===== config.mk =====
export PLATFORM = sky130hd
export DESIGN_NAME = fbc_cmd_fsm
export DESIGN_NICKNAME = d
export VERILOG_FILES = /design/src/hdl/fbc_pkg.sv /design/src/hdl/fbc_cmd_fsm.sv /design/src/hdl/fbc_strobe_capture.sv
export VERILOG_INCLUDE_DIRS = /design/src /design/src/hdl
export SDC_FILE = /design/constraint.sdc
export NUM_CORES = 1
export LEC_CHECK = 0
export BUFFER_PORTS_ARGS = -buffer_cell sky130_fd_sc_hd__buf_2
export CAP_MARGIN = 10
export CELL_PAD_IN_SITES_DETAIL_PLACEMENT = 1
export CELL_PAD_IN_SITES_GLOBAL_PLACEMENT = 1
export CORE_ASPECT_RATIO = 0.8
export CORE_MARGIN = 5
export CORE_UTILIZATION = 47
export DETAILED_ROUTE_END_ITERATION = 8
export PLACE_DENSITY = 0.94
export SLEW_MARGIN = 0
export SYNTH_ARGS = -nofsm -noshare
export SYNTH_HDL_FRONTEND = slang
export SYNTH_HIERARCHICAL = 1
export SYNTH_SLANG_ARGS = --single-unit

===== constraint.sdc =====
create_clock -name sys_clk -period 7.5 [get_ports sys_clk]
set_input_delay 0.375 -clock sys_clk [delete_from_list [all_inputs] [get_ports sys_clk]]
set_output_delay 0.375 -clock sys_clk [all_outputs]
set_load 0.01 [all_outputs]

===== src/hdl/fbc_regs.svh =====
// Constants of the flash bypass/erase command interpreter: command codes, unlock
// addresses, field positions and timing counts. Assumes a 100 MHz system clock.
// Function
// - Accelerated program needs high-voltage supply first
// - Accelerated program only in bypass, idle
// - Accelerated program ignores protection unless lock set
// - Accelerated program refused with secured sector on
// - Two unlocks then 20h enter bypass
// - Bypass program: A0h then address/data, repeatable
// - Bypass mode ignores unrelated command writes
// - 90h then 00h leaves bypass mode
// - Bypass chip erase: 80h then 10h
// - Bypass chip erase takes no suspend/resume
// - Bypass entry ignored with secured sector on
// - Bypass program ignored with secured sector on
// - CFI query available inside bypass mode
// - Bypass reset restores standard read state
// - Standard chip erase is six write cycles
// - Chip erase skips protected sectors
// - Erase preprograms zeros, then erases electrically
// - Erase starts at final strobe rising edge
// - Erase reports data poll, toggle, ready/busy
// - During erase only suspend accepted
// - After operation return to array read
// - Address at later fall, data at earlier rise
`ifndef FBC_REGS_SVH
`define FBC_REGS_SVH

`define FBC_UNLOCK1_ADDR 12'h555
`define FBC_UNLOCK2_ADDR 12'h2AA
`define FBC_UNLOCK1_DATA 8'hAA
`define FBC_UNLOCK2_DATA 8'h55
`define FBC_CMD_BYPASS 8'h20
`define FBC_CMD_PROGRAM 8'hA0
`define FBC_CMD_ERASE_SETUP 8'h80
`define FBC_CMD_CHIP_ERASE 8'h10
`define FBC_CMD_EXIT1 8'h90
`define FBC_CMD_EXIT2 8'h00
`define FBC_CMD_CFI 8'h98
`define FBC_CMD_RESET 8'hF0
`define FBC_CMD_SUSPEND 8'hB0
`define FBC_CMD_RESUME 8'h30
`define FBC_CFI_ADDR 12'h055
`define FBC_POLL_BIT 7
`define FBC_TOGGLE_BIT 6
`define FBC_PROG_TIME_NS 10000
`define FBC_SECTOR_TIME_NS 20000
`define FBC_CLK_PERIOD_NS 10
`define FBC_PROG_CYCLES (`FBC_PROG_TIME_NS / `FBC_CLK_PERIOD_NS)
`define FBC_SECTOR_CYCLES (`FBC_SECTOR_TIME_NS / `FBC_CLK_PERIOD_NS)

`endif


===== src/hdl/fbc_pkg.sv =====
// Types of the flash bypass/erase command interpreter.
// Shared by the interpreter and its strobe capture module.
package fbc_pkg;
  typedef struct packed {
    logic [11:0] addr;
    logic [31:0] data;
  } fbc_write_t;

  typedef enum logic [3:0] {
    FBC_READ = 4'h0,
    FBC_UNL1 = 4'h1,
    FBC_UNL2 = 4'h3,
    FBC_SETUP = 4'h2,
    FBC_UNL3 = 4'h6,
    FBC_UNL4 = 4'h7,
    FBC_PROG_ADDR = 4'h5,
    FBC_BUSY = 4'h4,
    FBC_BP_IDLE = 4'hC,
    FBC_BP_PROG = 4'hD,
    FBC_BP_ERASE = 4'hF,
    FBC_BP_EXIT = 4'hE,
    FBC_CFI = 4'hA
  } fbc_state_t;

  typedef enum logic [1:0] {
    FBC_OP_NONE = 2'h0,
    FBC_OP_PROG = 2'h1,
    FBC_OP_ERASE = 2'h2
  } fbc_op_t;
endpackage


===== src/hdl/fbc_cmd_fsm.sv =====
// Command interpreter: standard unlock sequences, unlock bypass, chip erase, CFI
// and accelerated programming. Assumes synchronous bus pins and a 100 MHz clock.
`timescale 1ns/1ps
`include "fbc_regs.svh"
module fbc_cmd_fsm
  import fbc_pkg::*;
#(
  parameter int NUM_SECTORS = 8,
  parameter int PROG_CYCLES = `FBC_PROG_CYCLES,
  parameter int SECTOR_CYCLES = `FBC_SECTOR_CYCLES
) (
  // Clock and reset
  input wire logic sys_clk,
  input wire logic sys_rst,
  // Flash write bus and status read strobe
  input wire logic chip_sel_n,
  input wire logic write_n,
  input wire logic [11:0] addr,
  input wire logic [31:0] data,
  input wire logic read_strobe,
  // Supplies and protection
  input wire logic high_voltage_level,
  input wire logic sector_protect_lock_bit,
  input wire logic secured_sector_en,
  input wire logic [NUM_SECTORS-1:0] sector_protected,
  // Status
  output logic ready_busy_n,
  output logic data_poll_bit,
  output logic toggle_bit,
  output logic bypass_mode,
  output logic cfi_mode,
  output logic erase_suspended,
  // Array operation requests
  output logic prog_we,
  output logic [11:0] prog_addr,
  output logic [31:0] prog_data,
  output logic prog_unprotected,
  output logic [NUM_SECTORS-1:0] erase_zero_we,
  output logic [NUM_SECTORS-1:0] erase_we
);
  localparam int CW = $clog2(PROG_CYCLES + SECTOR_CYCLES + 2);
  localparam int SW = $clog2(NUM_SECTORS + 1);

  logic wr_valid;
  fbc_write_t wr;
  fbc_state_t state_q;
  fbc_state_t base_q;
  fbc_op_t op_q;
  logic [CW-1:0] cnt_q;
  logic erase_phase_q;
  logic [NUM_SECTORS-1:0] erase_targets_q;
  logic [SW-1:0] sec_q;
  logic bypass_erase_q;
  logic poll_bit_q;
  logic done;
  logic [7:0] cmd;
  logic is_unl1;
  logic is_unl2;
  logic accel_ok;
  logic prog_start;
  logic erase_start;

  fbc_strobe_capture u_cap (
    .sys_clk(sys_clk),
    .sys_rst(sys_rst),
    .chip_sel_n(chip_sel_n),
    .write_n(write_n),
    .addr(addr),
    .data(data),
    .wr_valid(wr_valid),
    .wr(wr)
  );

  assign cmd = wr.data[7:0];
  assign is_unl1 = wr.addr == `FBC_UNLOCK1_ADDR && cmd == `FBC_UNLOCK1_DATA;
  assign is_unl2 = wr.addr == `FBC_UNLOCK2_ADDR && cmd == `FBC_UNLOCK2_DATA;
  // Two-cycle accelerated program only with high voltage, no secured sector
  assign accel_ok = high_voltage_level && !secured_sector_en;
  assign done = op_q != FBC_OP_NONE && cnt_q == '0 && !erase_suspended
    && (op_q == FBC_OP_PROG || (erase_phase_q && sec_q == SW'(NUM_SECTORS)));

  // Command decode; hardware reset returns straight to read
  always_ff @(posedge sys_clk or posedge sys_rst) begin
    if (sys_rst) begin
      state_q <= FBC_READ;
      base_q <= FBC_READ;
      bypass_erase_q <= 1'b0;
    end else if (state_q == FBC_BUSY) begin
      // Only suspend and resume are looked at while busy; everything else dropped
      if (done) begin
        state_q <= base_q;
      end
    end else if (wr_valid) begin
      state_q <= base_q;
      case (state_q)
        FBC_READ: begin
          if (is_unl1) begin
            state_q <= FBC_UNL1;
          end
        end
        FBC_UNL1: begin
          if (is_unl2) begin
            state_q <= FBC_UNL2;
          end
        end
        FBC_UNL2: begin
          if (cmd == `FBC_CMD_BYPASS && !secured_sector_en) begin
            state_q <= FBC_BP_IDLE;
            base_q <= FBC_BP_IDLE;
          end else if (cmd == `FBC_CMD_ERASE_SETUP) begin
            state_q <= FBC_SETUP;
          end else if (cmd == `FBC_CMD_PROGRAM) begin
            state_q <= FBC_PROG_ADDR;
          end
        end
        FBC_SETUP: begin
          if (is_unl1) begin
            state_q <= FBC_UNL3;
          end
        end
        FBC_UNL3: begin
          if (is_unl2) begin
            state_q <= FBC_UNL4;
          end
        end
        FBC_UNL4: begin
          if (cmd == `FBC_CMD_CHIP_ERASE) begin
            state_q <= FBC_BUSY;
            bypass_erase_q <= 1'b0;
          end
        end
        FBC_PROG_ADDR: begin
          state_q <= FBC_BUSY;
        end
        FBC_BP_IDLE: begin
          // Unrelated writes simply leave us here
          if (cmd == `FBC_CMD_PROGRAM && (!secured_sector_en || accel_ok)) begin
            state_q <= FBC_BP_PROG;
          end else if (cmd == `FBC_CMD_ERASE_SETUP) begin
            state_q <= FBC_BP_ERASE;
          end else if (cmd == `FBC_CMD_EXIT1) begin
            state_q <= FBC_BP_EXIT;
          end else if (cmd == `FBC_CMD_CFI && wr.addr == `FBC_CFI_ADDR) begin
            state_q <= FBC_CFI;
          end
        end
        FBC_BP_PROG: begin
          state_q <= FBC_BUSY;
        end
        FBC_BP_ERASE: begin
          if (cmd == `FBC_CMD_CHIP_ERASE) begin
            state_q <= FBC_BUSY;
            bypass_erase_q <= 1'b1;
          end
        end
        FBC_BP_EXIT: begin
          if (cmd == `FBC_CMD_EXIT2) begin
            state_q <= FBC_READ;
            base_q <= FBC_READ;
          end
        end
        FBC_CFI: begin
          if (cmd != `FBC_CMD_RESET) begin
            state_q <= FBC_CFI;
          end
        end
        default: begin
          state_q <= FBC_READ;
          base_q <= FBC_READ;
        end
      endcase
    end
  end

  // Operation launch, progress and suspend
  assign prog_start = wr_valid && (state_q == FBC_PROG_ADDR || state_q == FBC_BP_PROG);
  assign erase_start = wr_valid && cmd == `FBC_CMD_CHIP_ERASE
    && (state_q == FBC_UNL4 || state_q == FBC_BP_ERASE);

  always_ff @(posedge sys_clk or posedge sys_rst) begin
    if (sys_rst) begin
      op_q <= FBC_OP_NONE;
      cnt_q <= '0;
      erase_phase_q <= 1'b0;
      erase_targets_q <= '0;
      sec_q <= '0;
      poll_bit_q <= 1'b0;
    end else if (prog_start) begin
      op_q <= FBC_OP_PROG;
      cnt_q <= CW'(PROG_CYCLES);
      poll_bit_q <= wr.data[`FBC_POLL_BIT];
    end else if (erase_start) begin
      op_q <= FBC_OP_ERASE;
      cnt_q <= CW'(SECTOR_CYCLES);
      erase_phase_q <= 1'b0;
      sec_q <= '0;
      erase_targets_q <= ~sector_protected;
      // Inverted on the way out, so the poll bit reads 0 while erasing
      poll_bit_q <= 1'b1;
    end else if (op_q != FBC_OP_NONE) begin
      if (done) begin
        op_q <= FBC_OP_NONE;
        erase_phase_q <= 1'b0;
      end else if (!erase_suspended) begin
        if (cnt_q != '0) begin
          cnt_q <= cnt_q - CW'(1);
        end else if (!erase_phase_q) begin
          // Zero-fill pass done, electrical erase next
          erase_phase_q <= 1'b1;
          cnt_q <= CW'(SECTOR_CYCLES);
        end else begin
          sec_q <= sec_q + SW'(1);
          cnt_q <= CW'(SECTOR_CYCLES);
        end
      end
    end
  end

  // Suspend only for a standard chip erase; bypass erase has none
  always_ff @(posedge sys_clk or posedge sys_rst) begin
    if (sys_rst) begin
      erase_suspended <= 1'b0;
    end else if (op_q != FBC_OP_ERASE) begin
      erase_suspended <= 1'b0;
    end else if (wr_valid && !bypass_erase_q) begin
      if (cmd == `FBC_CMD_SUSPEND) begin
        erase_suspended <= 1'b1;
      end else if (cmd == `FBC_CMD_RESUME) begin
        erase_suspended <= 1'b0;
      end
    end
  end

  // Program request; address and data held until the next request
  always_ff @(posedge sys_clk or posedge sys_rst) begin
    if (sys_rst) begin
      prog_we <= 1'b0;
      prog_addr <= 12'h000;
      prog_data <= 32'h0000_0000;
      prog_unprotected <= 1'b0;
    end else begin
      prog_we <= prog_start;
      if (prog_start) begin
        prog_addr <= wr.addr;
        prog_data <= wr.data;
        // Accelerated program skips protection unless the lock bit is set
        prog_unprotected <= state_q == FBC_BP_PROG && accel_ok
          && !sector_protect_lock_bit;
      end
    end
  end

  // Per-sector erase pulses, only for unprotected targets
  genvar gi;
  generate
    for (gi = 0; gi < NUM_SECTORS; gi++) begin : g_sec
      always_ff @(posedge sys_clk or posedge sys_rst) begin
        if (sys_rst) begin
          erase_zero_we[gi] <= 1'b0;
          erase_we[gi] <= 1'b0;
        end else begin
          erase_zero_we[gi] <= op_q == FBC_OP_ERASE && !erase_phase_q
            && erase_targets_q[gi] && cnt_q == CW'(SECTOR_CYCLES);
          erase_we[gi] <= op_q == FBC_OP_ERASE && erase_phase_q && !erase_suspended
            && erase_targets_q[gi] && cnt_q == '0
            && sec_q == SW'(gi);
        end
      end
    end
  endgenerate

  // Busy and poll status; released in the cycle the operation ends
  always_ff @(posedge sys_clk or posedge sys_rst) begin
    if (sys_rst) begin
      ready_busy_n <= 1'b1;
      data_poll_bit <= 1'b1;
    end else begin
      ready_busy_n <= op_q == FBC_OP_NONE || done;
      data_poll_bit <= (op_q == FBC_OP_NONE || done) ? 1'b1 : ~poll_bit_q;
    end
  end

  // Toggle advances per status read while busy; frozen in suspend
  always_ff @(posedge sys_clk or posedge sys_rst) begin
    if (sys_rst) begin
      toggle_bit <= 1'b0;
    end else if (op_q != FBC_OP_NONE && !erase_suspended && read_strobe) begin
      toggle_bit <= ~toggle_bit;
    end
  end

  // Mode flags
  always_ff @(posedge sys_clk or posedge sys_rst) begin
    if (sys_rst) begin
      bypass_mode <= 1'b0;
      cfi_mode <= 1'b0;
    end else begin
      bypass_mode <= base_q == FBC_BP_IDLE;
      cfi_mode <= state_q == FBC_CFI;
    end
  end
endmodule


===== src/hdl/fbc_strobe_capture.sv =====
// Write strobe capture: one write event per chip-select/write-strobe cycle.
// Assumes strobes sampled synchronously to sys_clk.
`timescale 1ns/1ps
`include "fbc_regs.svh"
module fbc_strobe_capture
  import fbc_pkg::*;
(
  // Clock and reset
  input wire logic sys_clk,
  input wire logic sys_rst,
  // Flash bus
  input wire logic chip_sel_n,
  input wire logic write_n,
  input wire logic [11:0] addr,
  input wire logic [31:0] data,
  // Captured write
  output logic wr_valid,
  output fbc_write_t wr
);
  logic active_q;
  logic [11:0] addr_q;
  wire logic both_low = !chip_sel_n && !write_n;

  always_ff @(posedge sys_clk or posedge sys_rst) begin
    if (sys_rst) begin
      active_q <= 1'b0;
    end else begin
      active_q <= both_low;
    end
  end

  // Address at the later falling edge
  always_ff @(posedge sys_clk or posedge sys_rst) begin
    if (sys_rst) begin
      addr_q <= 12'h000;
    end else if (both_low && !active_q) begin
      addr_q <= addr;
    end
  end

  // Data at the earlier rising edge, which is also the event
  always_ff @(posedge sys_clk or posedge sys_rst) begin
    if (sys_rst) begin
      wr_valid <= 1'b0;
      wr <= '0;
    end else begin
      wr_valid <= active_q && !both_low;
      if (active_q && !both_low) begin
        wr.addr <= addr_q;
        wr.data <= data;
      end
    end
  end
endmodule


# Word level (Yosys, flattened, before mapping)
# Index checks and enable logic that the tools add are counted.
dict set report totals {
  reg_bits 163
  in_bits 60
  output_inout_bits 68
  elab_cells 255
}
dict set report classes {
  n_addsub 2
  n_eq_ne 50
  n_mux 51
  bitwise_logic 6
  n_reduce_logical 106
}
# op n
set ops {}
lappend ops {{$mux 4} 24}
lappend ops {{$mux 12} 6}
lappend ops {{$logic_and 1x1->1} 64}
lappend ops {{$eq 8x8->1 const B} 6}
lappend ops {{$pmux 4 s10} 1}
lappend ops {{$eq 4x3->1 const B} 8}
lappend ops {{$eq 4x4->1 const B} 7}
lappend ops {{$eq 12x11->1 const B} 2}
lappend ops {{$eq 4x2->1 const B} 4}
lappend ops {{$eq 8x6->1 const B} 2}
lappend ops {{$mux 1} 14}
lappend ops {{$reduce_bool 2->1} 7}
lappend ops {{$eq 12x10->1 const B} 1}
lappend ops {{$eq 12x7->1 const B} 1}
lappend ops {{$logic_not 12->1} 1}
lappend ops {{$ne 2x2->1 const B} 6}
lappend ops {{$pmux 4 s3} 1}
lappend ops {{$reduce_bool 12->1} 1}
lappend ops {{$sub 12x1->12 const B} 1}
lappend ops {{$reduce_or 10->1} 1}
lappend ops {{$logic_not 1->1} 9}
lappend ops {{$ne 3x1->1 const B} 3}
lappend ops {{$reduce_bool 3->1} 3}
lappend ops {{$eq 4x1->1 const B} 2}
lappend ops {{other kinds (22)} 40}

# Depth between registers and ports, before layout
dict set report logic_depth {
  depth_word 9
  mapped_depth 10
  depth_no_buf 8
}

# By module
# The synthesis kept the hierarchy.
# mod n_inst cells_each area_each_um2 seq_area_each_um2
set modules_own_cells {}
lappend modules_own_cells {fbc_cmd_fsm 1 576 5117.4 2630.0}
lappend modules_own_cells {fbc_strobe_capture 1 124 2168.3 1451.4}

# Worst setup path before layout
# Ideal clock, no wire load.
dict set report synth_timing {
  path_type {register -> register}
  startpoint {register cnt_q[2]}
  endpoint {register state_q[1]}
  arrival_ns 1.987
  required_time_ns 7.374
  setup_slack_ns 5.387
  path_stages_with_launch 7
  path_cell_list {dfrtp_1 > nor4_4 > nand4_2 > o41ai_4 > nand2_2 > nand4b_1 > o32a_1}
}
dict set report synth_between {
  elab_chain_len 6
}
# element line
set synth_rtl {}
lappend synth_rtl {{start: declaration} fbc_cmd_fsm.sv:49} ;# logic [CW-1:0] cnt_q;
lappend synth_rtl {{start signal: assignment} fbc_cmd_fsm.sv:190} ;# cnt_q <= CW'(PROG_CYCLES);
lappend synth_rtl {{start signal: assignment} fbc_cmd_fsm.sv:194} ;# cnt_q <= CW'(SECTOR_CYCLES);
lappend synth_rtl {{start signal: assignment} fbc_cmd_fsm.sv:206} ;# cnt_q <= cnt_q - CW'(1);
lappend synth_rtl {{$logic_not 12->1} fbc_cmd_fsm.sv:79} ;# assign done = op_q != FBC_OP_NONE && cnt_q == '0 && !erase_suspended
lappend synth_rtl {{$logic_and 1x1->1 (2 in series)} fbc_cmd_fsm.sv:79}
lappend synth_rtl {{$logic_and 1x1->1} fbc_cmd_fsm.sv:80} ;# && (op_q == FBC_OP_PROG || (erase_phase_q && sec_q == SW'(NUM_SECTORS)));
lappend synth_rtl {{$ne 2x2->1 (no line)} n/a}
lappend synth_rtl {{$reduce_and 2->1 (no line)} n/a}
lappend synth_rtl {{end signal: assignment} fbc_cmd_fsm.sv:91} ;# state_q <= base_q;
lappend synth_rtl {{end signal: assignment} fbc_cmd_fsm.sv:94} ;# state_q <= base_q;
lappend synth_rtl {{end: declaration} fbc_cmd_fsm.sv:46} ;# fbc_state_t state_q;
# No other way between the ends.
# A chain may end at the register's enable or synchronous reset.

# Final worst setup path
dict set report layout_timing {
  startpoint {register, netlist name u_cap/wr[0]}
  endpoint {register cnt_q[6]}
}
dict set report layout_between {
  elab_chain_len 5
}
# element line
set layout_rtl {}
lappend layout_rtl {{$eq 8x5->1 (no line) *} n/a}
lappend layout_rtl {{$logic_and 1x1->1 (no line) *} n/a}
lappend layout_rtl {{$logic_and 1x1->1 *} fbc_cmd_fsm.sv:177} ;# assign erase_start = wr_valid && cmd == `FBC_CMD_CHIP_ERASE
lappend layout_rtl {{$ne 3x1->1 (no line), or another cell as far along} n/a}
lappend layout_rtl {{$reduce_and 3->1 (no line) or $mux 12 (tied branches)} n/a}
# Every way passes the cells marked *; elsewhere a longest branch is shown, timed or not.

==> impl_metrics.csv <==
group,metric,value,unit
hold_path,hold_path.class,"in -> async",
pwr,power.density,351.8,nW/um2
detailed_routing,antenna_left,0,
detailed_routing,wirelength,21920,um
logic_synthesis,ys_ff_latch,163,
clocking,cts_tree,"done",
worst_setup_path,reg2regPathDepth,6,
cells_and_area,utilization,57.34,%
logic_synthesis,synth_ff_type,"dfrtp_1",
logic_synthesis,synth_top_family_by_area,"simple AND/OR/NAND/NOR gates",
logic_synthesis,synth_seq_area_share,56.02,%
logic_synthesis,synth_compound_area_share,8.329,%
logic_synthesis,synth_nets,766,
clocking,ctsHtreeMaxLevel,4,
clocking,cts-root-buf,"clkbuf_16",
pwr,leakagePower,0.004214,uW
detailed_routing,routed-via-count,5885,
detailed_routing,drcViolationCount,0,
sta,setup_viol,0,
outcome,violations,"negative hold slack",
logic_synthesis,synth_edf_count,0,
placed_design,port_buffers,127,
floorplan,die_h,121.4,um
logic_synthesis,synth_adder_area_share,1.030,%
floorplan,io_pins,128,
logic_synthesis,synth-xor-area-share,0.4809,%
pwr,irDropWorstVdd,0.0002123,V
worst_setup_path,cp-startpoint,"u_cap/wr[0]",
outcome,status,"finished with violations",
logic_synthesis,syn_area_per_cell,10.41,um2
global_routing,gr-usage-all-layers,25.12,%
logic_synthesis,synth-simple-area-share,22.08,%
floorplan,die_w,149.2,um
detailed_routing,drtIter0Drc,378,
clocking,hold_buffers,0,
cells_and_area,nFillCells,1693,
logic_synthesis,ys_types,68,
placed_design,place.gp.congestion,0.9032,
job,cap_violations,0,
logic_synthesis,synth_cells,700,
detailed_routing,drt-vias-per-instance,5.648,
sta,timing.setup.tns,0,ns
sta,hold_violations,2,
clocking,clock_latency,0.44,ns
sta,relSlewSlack,26.98,%
logic_synthesis,ys_warn_count,6,
worst_setup_path,reg2reg_to,"cnt_q[6]",
clocking,cts_buffer_depth,2,
cells_and_area,layout.nets,884,
global_routing,antenna_found_initial,2,
sta,worst_pin_slew,1.085,ns
global_routing,grt_overflow,0,
cells_and_area,drive_gt1_share,28.28,%
worst_setup_path,r2r_setup_slack,4.91,ns
sta,period_needed,2.595,ns
worst_setup_path,crit_type,"reg -> reg",
floorplan,start_util,48.20,%
worst_setup_path,crit_required,7.76,ns
floorplan,die-area,18110,um2
clocking,post-cts-setup-buffers,0,
clocking,postCtsResizedCells,0,
sta,slew_viol_final,0,
logic_synthesis,synthMuxAreaShare,9.205,%
cells_and_area,syn_to_final_growth,18.96,%
worst_setup_path,cp-endpoint,"cnt_q[6]",
sta,period_share,34.60,%
worst_setup_path,end_kind,"flop",
logic_synthesis,ys_async_sr_fraction,100.0,%
clocking,cts_buffers,17,
detailed_routing,route.detailed.wl_per_inst,21.04,um
global_routing,grt_max_degree,66,
floorplan,core_area,15110,um2
clocking,clkSinkCount,163,
sta,max_freq,385.4,MHz
clocking,clkTransAtPathRegs,0.07,ns
logic_synthesis,syn_area,7286,um2
worst_setup_path,r2r-start,"u_cap/wr[0]",
detailed_routing,dr.pass1.iters,4,
global_routing,grt_pass1_vias,6468,
sta,fin_hold_ws,-0.006427,ns
sta,clock_skew,0.01098,ns
worst_setup_path,cp_max_fo,13,
sta,rsz0062_at_grt,"no",
global_routing,grt_pass1_wl,35460,um
placed_design,hpwl,14870,um
worst_setup_path,arrival,2.86,ns
floorplan,std_cell_rows,40,
worst_setup_path,worstSetupStartpointType,"flop",
-- cell usage after synthesis (4+ instances only) --
master,n,share of area [%]
nand2_1,177,9.1
dfrtp_1,161,55
mux2_2,53,8.2
nor2_1,43,2.2
clkbuf_1,22,1.1
o21ai_0,16,1.1
o21ai_1,14,0.96
a21oi_1,13,0.89
and2_1,13,1.1
inv_1,13,0.67
nand3_1,10,0.69
nor3_1,10,0.69
a31oi_1,9,0.77
nand2b_1,9,0.77
nand4_1,7,0.60
nor4_1,7,0.60
and3_1,6,0.52
ha_1,6,1.0
nand4b_1,6,0.72
nor2b_1,6,0.52
nand3b_1,5,0.52
nor4b_1,5,0.60
buf_2,4,0.27
mux2i_1,4,0.55
o21a_1,4,0.41
o31a_1,4,0.48
-- registers in the layout (all words and copies together), names as in the netlist, 2 cells and up --
register,count
erase_targets_q,8
erase_zero_we,8
prog_data,32
sec_q,4
op_q,2
u_cap/wr,44
erase_we,8
u_cap/addr_q,12
prog_addr,12
cnt_q,12
base_q,4
state_q,4
-- final cells by class --
class	instances	area, um2	share of cell area, %
Tap cell	210	262.8	3.032
Timing Repair Buffer	132	673.1	7.767
Clock buffer	18	439.2	5.067
Multi-Input combinational cell	491	2997	34.57
Clock inverter	14	160.2	1.848
Inverter	13	51.30	0.5919
Antenna cell	1	2.502	0.02887
Sequential cell	163	4081	47.09
-- cell families after synthesis --
family	count (synthesis)
multiplexers	60
adder cells (fa/ha/maj)	6
AND/OR/NAND/NOR	331
buffers and inverters	46
AO/OA/AOI/OAI	90
flip-flops	163
XOR/XNOR	4
-- how the worst min path moves through the flow --
stage | start | endpoint | slack, ns | cells past startpoint
after global routing | sys_rst | prog_data[10] | 0.03 | 2
after global placement | u_cap/wr[8] | prog_data[8] | 0.44 | 2
after detailed placement | prog_data[15] | prog_data[15] | 0.46 | 2
final | sys_rst | prog_data[10] | -0.006 | 2
after CTS | sys_rst | prog_data[10] | 0.007 | 2
after floorplan | u_cap/wr[10] | prog_data[10] | 0.43 | 2
-- metrics by stage --
step	cell area (um2)	power [uW]	hold slack (ns)	instances	setup WS (ns)
2_1_floorplan	7286	1813	0.4331	700	4.368
3_3_place_gp	8065	2088	0.4398	1009	5.120
3_5_place_dp	8065	2165	0.4580	1009	5.010
4_1_cts	8665	3067	0.007246	1041	4.941
5_1_grt	8667	3216	0.03232	1042	4.758
6_report	8667	3049	-0.006427	1042	4.905
-- layout by cell type, fill, tap and decap left out, types with 3 or more instances in the layout --
cell type,Yosys,final
nand2_1,177,177
dfrtp_1,161,161
buf_2,4,127
mux2_2,53,53
nor2_1,43,43
clkbuf_16,0,17
o21ai_0,16,16
o21ai_1,14,14
a21oi_1,13,13
and2_1,13,13
inv_1,13,11
nand3_1,10,10
nor3_1,10,10
a31oi_1,9,9
nand2b_1,9,9
nand4_1,7,7
nor4_1,7,7
nand4b_1,6,6
nor2b_1,6,6
and3_1,6,6
ha_1,6,6
nor4b_1,5,5
nand3b_1,5,5
buf_4,2,5
mux2i_1,4,4
o21a_1,4,4
o31a_1,4,4
inv_8,0,4
clkinv_8,0,4
and4_1,3,3
nor4bb_1,3,3
o22ai_1,3,3
or3_1,3,3
nor3_2,3,3
inv_6,0,3
mux2_1,3,3
-- where the power goes --
part	switching [uW]	leakage [uW]	internal (uW)
logic	453	0.00192	327
registers	271	0.00201	1120
clock network	417	0.000286	456
-- worst max-delay path, cell delays in order, from the launching register on --
cell	delay (ns)
dfrtp_1	0.48
or4_1	0.70
o21ai_2	0.23
nand3_2	0.16
o21a_1	0.35
nor2_1	0.29
a41oi_1	0.20
-- metal layers --
metal / part of all wire (%) / GRT usage, %
met5: 0.032 / 0
met1: 42 / 31.09
met2: 50 / 42.44
met3: 6.7 / 7.916
met4: 2.0 / 7.204
Note: power is estimated with default switching activity, not from simulation.
